### src/hpsc_pkg.sv
package hpsc_pkg;
  localparam logic [11:0] HPSC_SLOT_CTRL_OFF = 12'h0D8;
  localparam logic [11:0] HPSC_INT_STAT_OFF = 12'h0E0;
  localparam logic [11:0] HPSC_INT_MASK_OFF = 12'h0E4;
  localparam int HPSC_ATTN_BTN_BIT = 0;
  localparam int HPSC_PWR_FAULT_BIT = 1;
  localparam int HPSC_PRES_DET_BIT = 3;
  localparam int HPSC_CMD_DONE_BIT = 4;
  localparam int HPSC_MASTER_BIT = 5;
  localparam int HPSC_ATTN_IND_LSB = 6;
  localparam int HPSC_PWR_IND_LSB = 8;
  localparam int HPSC_PWR_CTRL_BIT = 10;
  localparam int HPSC_DLL_CHG_BIT = 12;
  localparam logic [15:0] HPSC_CTRL_WMASK = 16'h17FB;
  localparam logic [15:0] HPSC_CTRL_RESET = 16'h03C0;
  localparam logic [4:0] HPSC_EVT_RESET = 5'h00;
  localparam logic [1:0] HPSC_IND_ON = 2'h1;
  localparam logic [1:0] HPSC_IND_BLINK = 2'h2;
  localparam logic [1:0] HPSC_IND_OFF = 2'h3;

  typedef struct packed {
    logic dll_chg;
    logic cmd_done;
    logic pres_det;
    logic pwr_fault;
    logic attn_btn;
  } hpsc_evt_type;

  typedef struct packed {
    logic valid;
    logic is_power;
    logic [1:0] state;
  } hpsc_ind_msg_type;
endpackage

### src/hpsc_slot_control.sv
// Function
// - Slot control at D8h, downstream ports only
// - Bit 0 gates attention button notification
// - Bit 1 gates power fault notification
// - Bit 3 gates presence change interrupt
// - Bit 4 gates command completed interrupt
// - Bit 5 master enables enabled events
// - Bits 7:6 drive attention indicator state
// - Bits 9:8 drive power indicator, reset off
// - Indicator write sends matching indicator message
// - Bit 10 one turns slot power off
// - Bit 12 gates link active change notification
//
// Our own choice: the APB register port.
`timescale 1ns/1ps
`default_nettype none
module hpsc_slot_control #(
  parameter bit DOWNSTREAM = 1'b1,
  parameter bit DLL_ACTIVE_CAP = 1'b1
) (
  // Clock and reset
  input wire logic clk,
  input wire logic rst,
  // APB slave
  input wire logic psel,
  input wire logic penable,
  input wire logic pwrite,
  input wire logic [11:0] paddr,
  input wire logic [31:0] pwdata,
  output logic [31:0] prdata,
  output logic pready,
  output logic pslverr,
  // Slot events, single-cycle pulses from core logic
  input wire hpsc_pkg::hpsc_evt_type slot_evt,
  // Slot outputs
  output logic [1:0] attn_ind,
  output logic [1:0] pwr_ind,
  output logic slot_pwr_off,
  output hpsc_pkg::hpsc_ind_msg_type ind_msg,
  output logic hp_notify,
  output logic irq
);
  import hpsc_pkg::*;

  logic [15:0] ctrl_ff;
  logic [15:0] nxt_ctrl;
  logic [4:0] stat_ff;
  wire [4:0] nxt_stat;
  logic [4:0] mask_ff;
  logic [4:0] nxt_mask;
  logic [31:0] prdata_ff;
  logic [31:0] nxt_prdata;
  logic pready_ff;
  logic pslverr_ff;
  logic irq_ff;
  logic notify_ff;
  hpsc_ind_msg_type msg_ff;
  hpsc_ind_msg_type nxt_msg;

  wire setup_ph = psel && !penable;
  wire sel_ctrl = DOWNSTREAM && (paddr == HPSC_SLOT_CTRL_OFF);
  wire sel_stat = (paddr == HPSC_INT_STAT_OFF);
  wire sel_mask = (paddr == HPSC_INT_MASK_OFF);
  wire hit = sel_ctrl || sel_stat || sel_mask;
  wire acc = psel && penable && pready_ff;
  wire wr_ctrl = acc && pwrite && sel_ctrl;
  wire rd_stat = acc && !pwrite && sel_stat;
  wire wr_mask = acc && pwrite && sel_mask;

  // Per-event enables from control bits
  wire [4:0] evt_en = {ctrl_ff[HPSC_DLL_CHG_BIT] && DLL_ACTIVE_CAP,
                       ctrl_ff[HPSC_CMD_DONE_BIT],
                       ctrl_ff[HPSC_PRES_DET_BIT],
                       ctrl_ff[HPSC_PWR_FAULT_BIT],
                       ctrl_ff[HPSC_ATTN_BTN_BIT]};
  wire [4:0] evt_in = slot_evt;
  wire [4:0] evt_hit = evt_in & evt_en & {5{ctrl_ff[HPSC_MASTER_BIT]}};

  assign nxt_ctrl = wr_ctrl ? ((pwdata[15:0] & HPSC_CTRL_WMASK) |
                               (ctrl_ff & ~HPSC_CTRL_WMASK)) : ctrl_ff;
  // Status bits: read clears only what the read reported, set wins
  for (genvar g = 0; g < 5; g++) begin : g_stat
    wire clr_bit = rd_stat && prdata_ff[g];
    assign nxt_stat[g] = (stat_ff[g] && !clr_bit) || evt_hit[g];
  end
  assign nxt_mask = wr_mask ? pwdata[4:0] : mask_ff;
  assign nxt_prdata = !setup_ph ? prdata_ff :
                      (pwrite || !hit) ? 32'h0000_0000 :
                      sel_ctrl ? {16'h0000, ctrl_ff} :
                      sel_stat ? {27'h0, stat_ff} : {27'h0, mask_ff};
  // two messages per control write, attention message first, power message one cycle later
  function automatic logic [1:0] ind_field(input logic [15:0] v, input int lsb);
    return v[lsb +: 2];
  endfunction

  assign nxt_msg = wr_ctrl ? '{valid: 1'b1, is_power: 1'b0,
                               state: ind_field(pwdata[15:0], HPSC_ATTN_IND_LSB)} :
                   '{valid: 1'b0, is_power: 1'b0, state: 2'h0};

  always_ff @(posedge clk or posedge rst) begin
    if (rst) begin
      ctrl_ff <= HPSC_CTRL_RESET;
      stat_ff <= HPSC_EVT_RESET;
      mask_ff <= HPSC_EVT_RESET;
    end else begin
      ctrl_ff <= nxt_ctrl;
      stat_ff <= nxt_stat;
      mask_ff <= nxt_mask;
    end
  end

  logic pend_pwr_ff;
  logic [1:0] pend_state_ff;
  always_ff @(posedge clk or posedge rst) begin
    if (rst) begin
      msg_ff <= '{valid: 1'b0, is_power: 1'b0, state: 2'h0};
      pend_pwr_ff <= 1'b0;
      pend_state_ff <= 2'h0;
    end else if (wr_ctrl) begin
      msg_ff <= nxt_msg;
      pend_pwr_ff <= 1'b1;
      pend_state_ff <= ind_field(pwdata[15:0], HPSC_PWR_IND_LSB);
    end else if (pend_pwr_ff) begin
      msg_ff <= '{valid: 1'b1, is_power: 1'b1, state: pend_state_ff};
      pend_pwr_ff <= 1'b0;
    end else begin
      msg_ff <= '{valid: 1'b0, is_power: 1'b0, state: 2'h0};
    end
  end

  // Bus response
  always_ff @(posedge clk or posedge rst) begin
    if (rst) begin
      prdata_ff <= 32'h0000_0000;
      pready_ff <= 1'b0;
      pslverr_ff <= 1'b0;
    end else begin
      prdata_ff <= nxt_prdata;
      pready_ff <= setup_ph;
      pslverr_ff <= setup_ph && !hit;
    end
  end

  // Interrupt level and notification pulse
  always_ff @(posedge clk or posedge rst) begin
    if (rst) begin
      irq_ff <= 1'b0;
      notify_ff <= 1'b0;
    end else begin
      irq_ff <= |(nxt_stat & mask_ff);
      notify_ff <= |evt_hit;
    end
  end

  assign prdata = prdata_ff;
  assign pready = pready_ff;
  assign pslverr = pslverr_ff;
  assign attn_ind = ind_field(ctrl_ff, HPSC_ATTN_IND_LSB);
  assign pwr_ind = ind_field(ctrl_ff, HPSC_PWR_IND_LSB);
  assign slot_pwr_off = ctrl_ff[HPSC_PWR_CTRL_BIT];
  assign ind_msg = msg_ff;
  assign hp_notify = notify_ff;
  assign irq = irq_ff;
endmodule // hpsc_slot_control
`default_nettype wire

### config.mk
export PLATFORM = sky130hd
export DESIGN_NAME = hpsc_slot_control
export DESIGN_NICKNAME = d
export VERILOG_FILES = /design/src/hpsc_pkg.sv /design/src/hpsc_slot_control.sv
export SDC_FILE = /design/constraint.sdc
export NUM_CORES = 1
export LEC_CHECK = 0
export BUFFER_PORTS_ARGS = -buffer_cell sky130_fd_sc_hd__buf_4
export CORE_ASPECT_RATIO = 0.6
export CORE_MARGIN = 2
export CORE_UTILIZATION = 50
export CTS_CLUSTER_SIZE = 28
export DETAILED_ROUTE_END_ITERATION = 8
export PLACE_DENSITY = 0.94
export SLEW_MARGIN = 10
export SYNTH_ARGS = -nofsm -noshare
export SYNTH_HDL_FRONTEND = slang
export SYNTH_SLANG_ARGS = --single-unit
### constraint.sdc
create_clock -name clk -period 3.4 [get_ports clk]
set_input_delay 0.51 -clock clk [delete_from_list [all_inputs] [get_ports clk]]
set_output_delay 0.51 -clock clk [all_outputs]
set_load 0.005 [all_outputs]
## Word-level counts from Yosys, hierarchy flattened

Cells that the tools add are included.
W data, S select, Z words.

- Multiply operators: 0
- Reduce and logical (&&, ||, !) cells: 37
- Multiplexer cells: 6
- Div/mod/pow operators: 0
- Eq/ne operators: 3
- Add/subtract/negate cells: 0
- $lt $le $gt $ge: 0
- Bitwise gates (word level): 4
- Shift-type cells: 0

Operator list:

| operator | number |
|---|---|
| $eq A12 B8 Y1 const B | 3 |
| $mux W16 | 2 |
| $logic_and A1 B1 Y1 | 19 |
| $or A13 B16 Y16 | 1 |
| $and A5 B5 Y5 | 3 |
| $reduce_or A5 Y1 | 2 |
| $logic_not A1 Y1 | 8 |
| $logic_or A1 B1 Y1 | 8 |
| $mux W4 | 2 |
| $mux W5 | 1 |
| $mux W1 | 1 |

- ROM bits: 0
- Bits in writable memories: 0
- Bits in latches: 0
- Register bits after elaboration: 69
- Output and inout bits: 45
- Input port bits: 54
- Memories kept: 0

## Longest topological paths before layout

- Depth in word-level cells: 10
- Gate-level depth with buffers: 7
- Gate-level depth less buffers: 5

## Least setup slack after synthesis

Ideal clock, no wire load.

- Path type: input to register
- From: in paddr[11]
- To: reg ctrl_ff[0]
- Stages: 7
- Setup time: 0.127 ns
- Buffers on the path: 3
- Slack: 1.254 ns
- Data required time: 3.273 ns
- Data arrival time: 2.019 ns
- Cell sequence: nor4_4 -> nor4bb_1 -> buf_2 -> and3_1 -> buf_6 -> buf_8 -> mux2_1

- Longest elaborated chain between the ends: 2

Ends and longest elaborated chain:

| item | RTL line | source |
|---|---|---|
| from (decl) | hpsc_slot_control.sv:28 | `input wire logic [11:0] paddr,` |
| $eq A12 B8 Y1 | hpsc_slot_control.sv:61 | `wire sel_ctrl = DOWNSTREAM && (paddr == HPSC_SLOT_CTRL_OFF);` |
| $logic_and A1 B1 Y1 | hpsc_slot_control.sv:66 | `wire wr_ctrl = acc && pwrite && sel_ctrl;` |
| net wr_ctrl | hpsc_slot_control.sv:66 |  |
| to (signal assigned) | hpsc_slot_control.sv:106 | `ctrl_ff <= nxt_ctrl;` |
| to (decl) | hpsc_slot_control.sv:45 | `logic [15:0] ctrl_ff;` |

The timed path passes the listed nets, and every way through them passes these cells.
A chain may end at the register's enable or synchronous reset.

## Worst setup path in the final report

- From: in paddr[11]
- To: reg ctrl_ff[10]

- Longest elaborated chain between the ends: 2

Ends and longest elaborated chain:

| item | RTL line |
|---|---|
| $eq A12 B8 Y1 | hpsc_slot_control.sv:61 |
| $logic_and A1 B1 Y1 | hpsc_slot_control.sv:66 |

No other way between the ends.

==> impl_results.md <==
- Clk root buf: clkbuf_8
- Total track usage: 19.8%
- MaxCap Viol Count: 0
- Worst VDD drop: 0.225 mV
- Reg-to-reg startpoint: pready
- Outcome: finished clean
- Most frequent cells in the layout: buf_4, dfrtp_1, conb_1
- Post-route cell area: 2740 um2
- Die area: 4940 um2
- DR WL/cell: 15.8 um
- Initial antenna violation count: 0
- Yosys reg bits: 45
- CP startpoint: paddr[11]
- DRC: 0
- Sum Neg Setup Slack: 0 ps
- Vias in the first global route: 1494
- R2R setup slack: 1630 ps
- Startpoint types: input pin
- Sequential fraction of the synthesis area: 51.7%
- Yosys cell types: 43
- Worst slack, placed: 769 ps
- CP Max Fanout: 12
- Commonest non-fill, non-tap cell in the layout: buf_4
- RSZ-0062 raised after global routing: false
- Width of the die: 89.4 um
- CP cell instances: buf_4 > nor4_4 > nor4bb_1 > and3_1 > buf_4 > mux2_1
- Final Wtd Congestion: 0.902
- Post-CTS Setup Bufs: 0
- R2r worst-path depth: 4
- DR iter-0 viols: 92
- CTS tree: done
- DP Wirelength: 3570 um
- Clock power frac: 44.4%
- Reg-to-reg endpoint: ctrl_ff[10]
- Top cells by area, synth: dfrtp_1, buf_4, mux2_1
- Row count: 18
- Async SR Flop Fraction: 100%
- Final period util: 68.7%
- Vias per Instance: 5.05
- Sw frac: 20.5%
- Port-buffer cells: 62
- Slew Limit Fails: 0
- Primary FF master, synth: dfrtp_1
- Part of the power in registers: 49.4%
- Pint: 0.864 mW
- Critical Path End: ctrl_ff[10]
- Routed WL: 4740 um
- Nets: 293
- EDFF count, synth: 0
- Data required, critical path: 3580 ps
- Clock net sink count: 45
- Final clock skew: 4.34 ps
- CTS Buf Count: 5
- Crit path top cell by count: buf_4
- Kind of critical path: input pin to flop
- Worst min-delay path category: input pin to async pin
- DP Area: 2600 um2
- Crit path DAT: 2520 ps
- Area leader, netlist: dfrtp_1
- Slowest cell on crit path: and3_1
- Final core occ: 65.8%
- Worst path max stage delay: 450 ps
- IO Pins: 99
- Syn Inst Count: 179
- Syn_area_per_cell: 12.2 um2
- Fin crit period: 2330 ps
- Initial Util: 52.5%
- Largest net degree at the start of global routing: 37
- Hold buffers post-CTS: 0
- Antenna Nets Post-Route: 0
- Worst-Margin Slew: 572 ps
- F_max: 0.428 GHz
- DR pass1 iterations: 4
- Clock Tree Buf Depth: 2
- Clock latency on the worst-skew pair: 300 ps
- CTS clk-pin slew, worst paths: 90 ps
- CTS resizes: 0
- Final hold violations: 0
- # fillers: 335
- Pwr per Cell Area: 397 nW/um2
- Crit. End Element: flop
- # setup viols final: 0
- Comb pwr share: 6.2%
- Final worst setup slack: 1070 ps
- Net switching power: 0.223 mW
- Rel. slew slack: 61.7%
- Share of cells above drive strength 1: 39.6%
- Global route overflow: 0
- Global-route wire length before repair: 7340 um
- Antenna cells: 0
- Htree depth: 2
- Mapped cell area: 2190 um2
- Core region area: 4170 um2
- Layout area overhead: 25.3%
- Tot Pwr: 1.09 mW
- Top cell type's share of synthesized area: 46.9%
- DR vias: 1515
- Yosys warns: 0
- Die height: 55.2 um
- Pleak: 1.46 nW
-- cell usage after synthesis, types with 4 or more instances --
library cell,number
buf_4,23
mux2i_1,5
o21ai_0,11
dfstp_2,4
nor2_1,4
and3_1,4
dfrtp_1,41
mux2_1,13
a22o_1,9
nand2_1,12
mux2_2,9
-- power by group through the flow --
stage | combinational (mW) | sequential [mW] | clock (mW)
finish | 0.0673 | 0.537 | 0.483
global route | 0.0745 | 0.537 | 0.517
CTS | 0.0674 | 0.537 | 0.487
detailed placement | 0.0673 | 0.547 | 0
global placement | 0.0653 | 0.547 | 0
floorplan | 0.0356 | 0.547 | 0
-- logic make-up after synthesis --
logic type             after synthesis  synth area share [%]
other                                1                 0.171
buffers and inverters               30                  10.0
DFF                                 45                  51.7
muxes                               27                  13.6
AOI/OAI and AO/OA                   31                  10.1
and+or+nand+nor                     45                  14.5
-- area by class of cell --
class                   count  area, um2  area share, %
flip-flops and latches     45       1130           41.3
multi-input cells         119        895           32.6
repair buffers             66        495           18.1
well taps                  60       75.1           2.74
clock buffers               5       68.8           2.51
clock inverters             3       68.8           2.51
inverters                   2       7.51          0.274
-- layer usage --
layer | wire length (um) | track usage [%]
met1 | 2230 | 29.3
met2 | 2140 | 28.7
met5 | 0 | 0
met4 | 27 | 5.12
met3 | 341 | 5.83
-- flip-flops by register name, summed over array words and instances, names as in the netlist --
register	count
ctrl_ff	11
hp_notify	1
ind_msg	4
irq	1
mask_ff	5
pend_pwr_ff	1
pend_state_ff	2
prdata	13
pready	1
pslverr	1
stat_ff	5
-- metrics by stage --
step	hold WS, ps	cells
3_5_place_dp	450	292
3_3_place_gp	439	292
2_1_floorplan	425	194
6_report	121	300
5_1_grt	133	300
4_1_cts	127	300
-- worst min path at each step --
stage / from / to / slack (ps) / depth (start not counted)
global placement: pend_pwr_ff / ind_msg[3] / 440 / 1
finish: rst / mask_ff[1] / 120 / 2
global route: rst / ctrl_ff[12] / 130 / 2
floorplan: pend_pwr_ff / ind_msg[3] / 420 / 1
CTS: rst / ctrl_ff[3] / 130 / 2
detailed placement: rst / mask_ff[1] / 450 / 2
-- critical path: cells and delay by family --
family / cells / cell delay, ps
muxes: 1 / 330
and+or+nand+nor: 3 / 1280
buffers and inverters: 2 / 390
No activity file was read; power rests on OpenSTA's default activity.
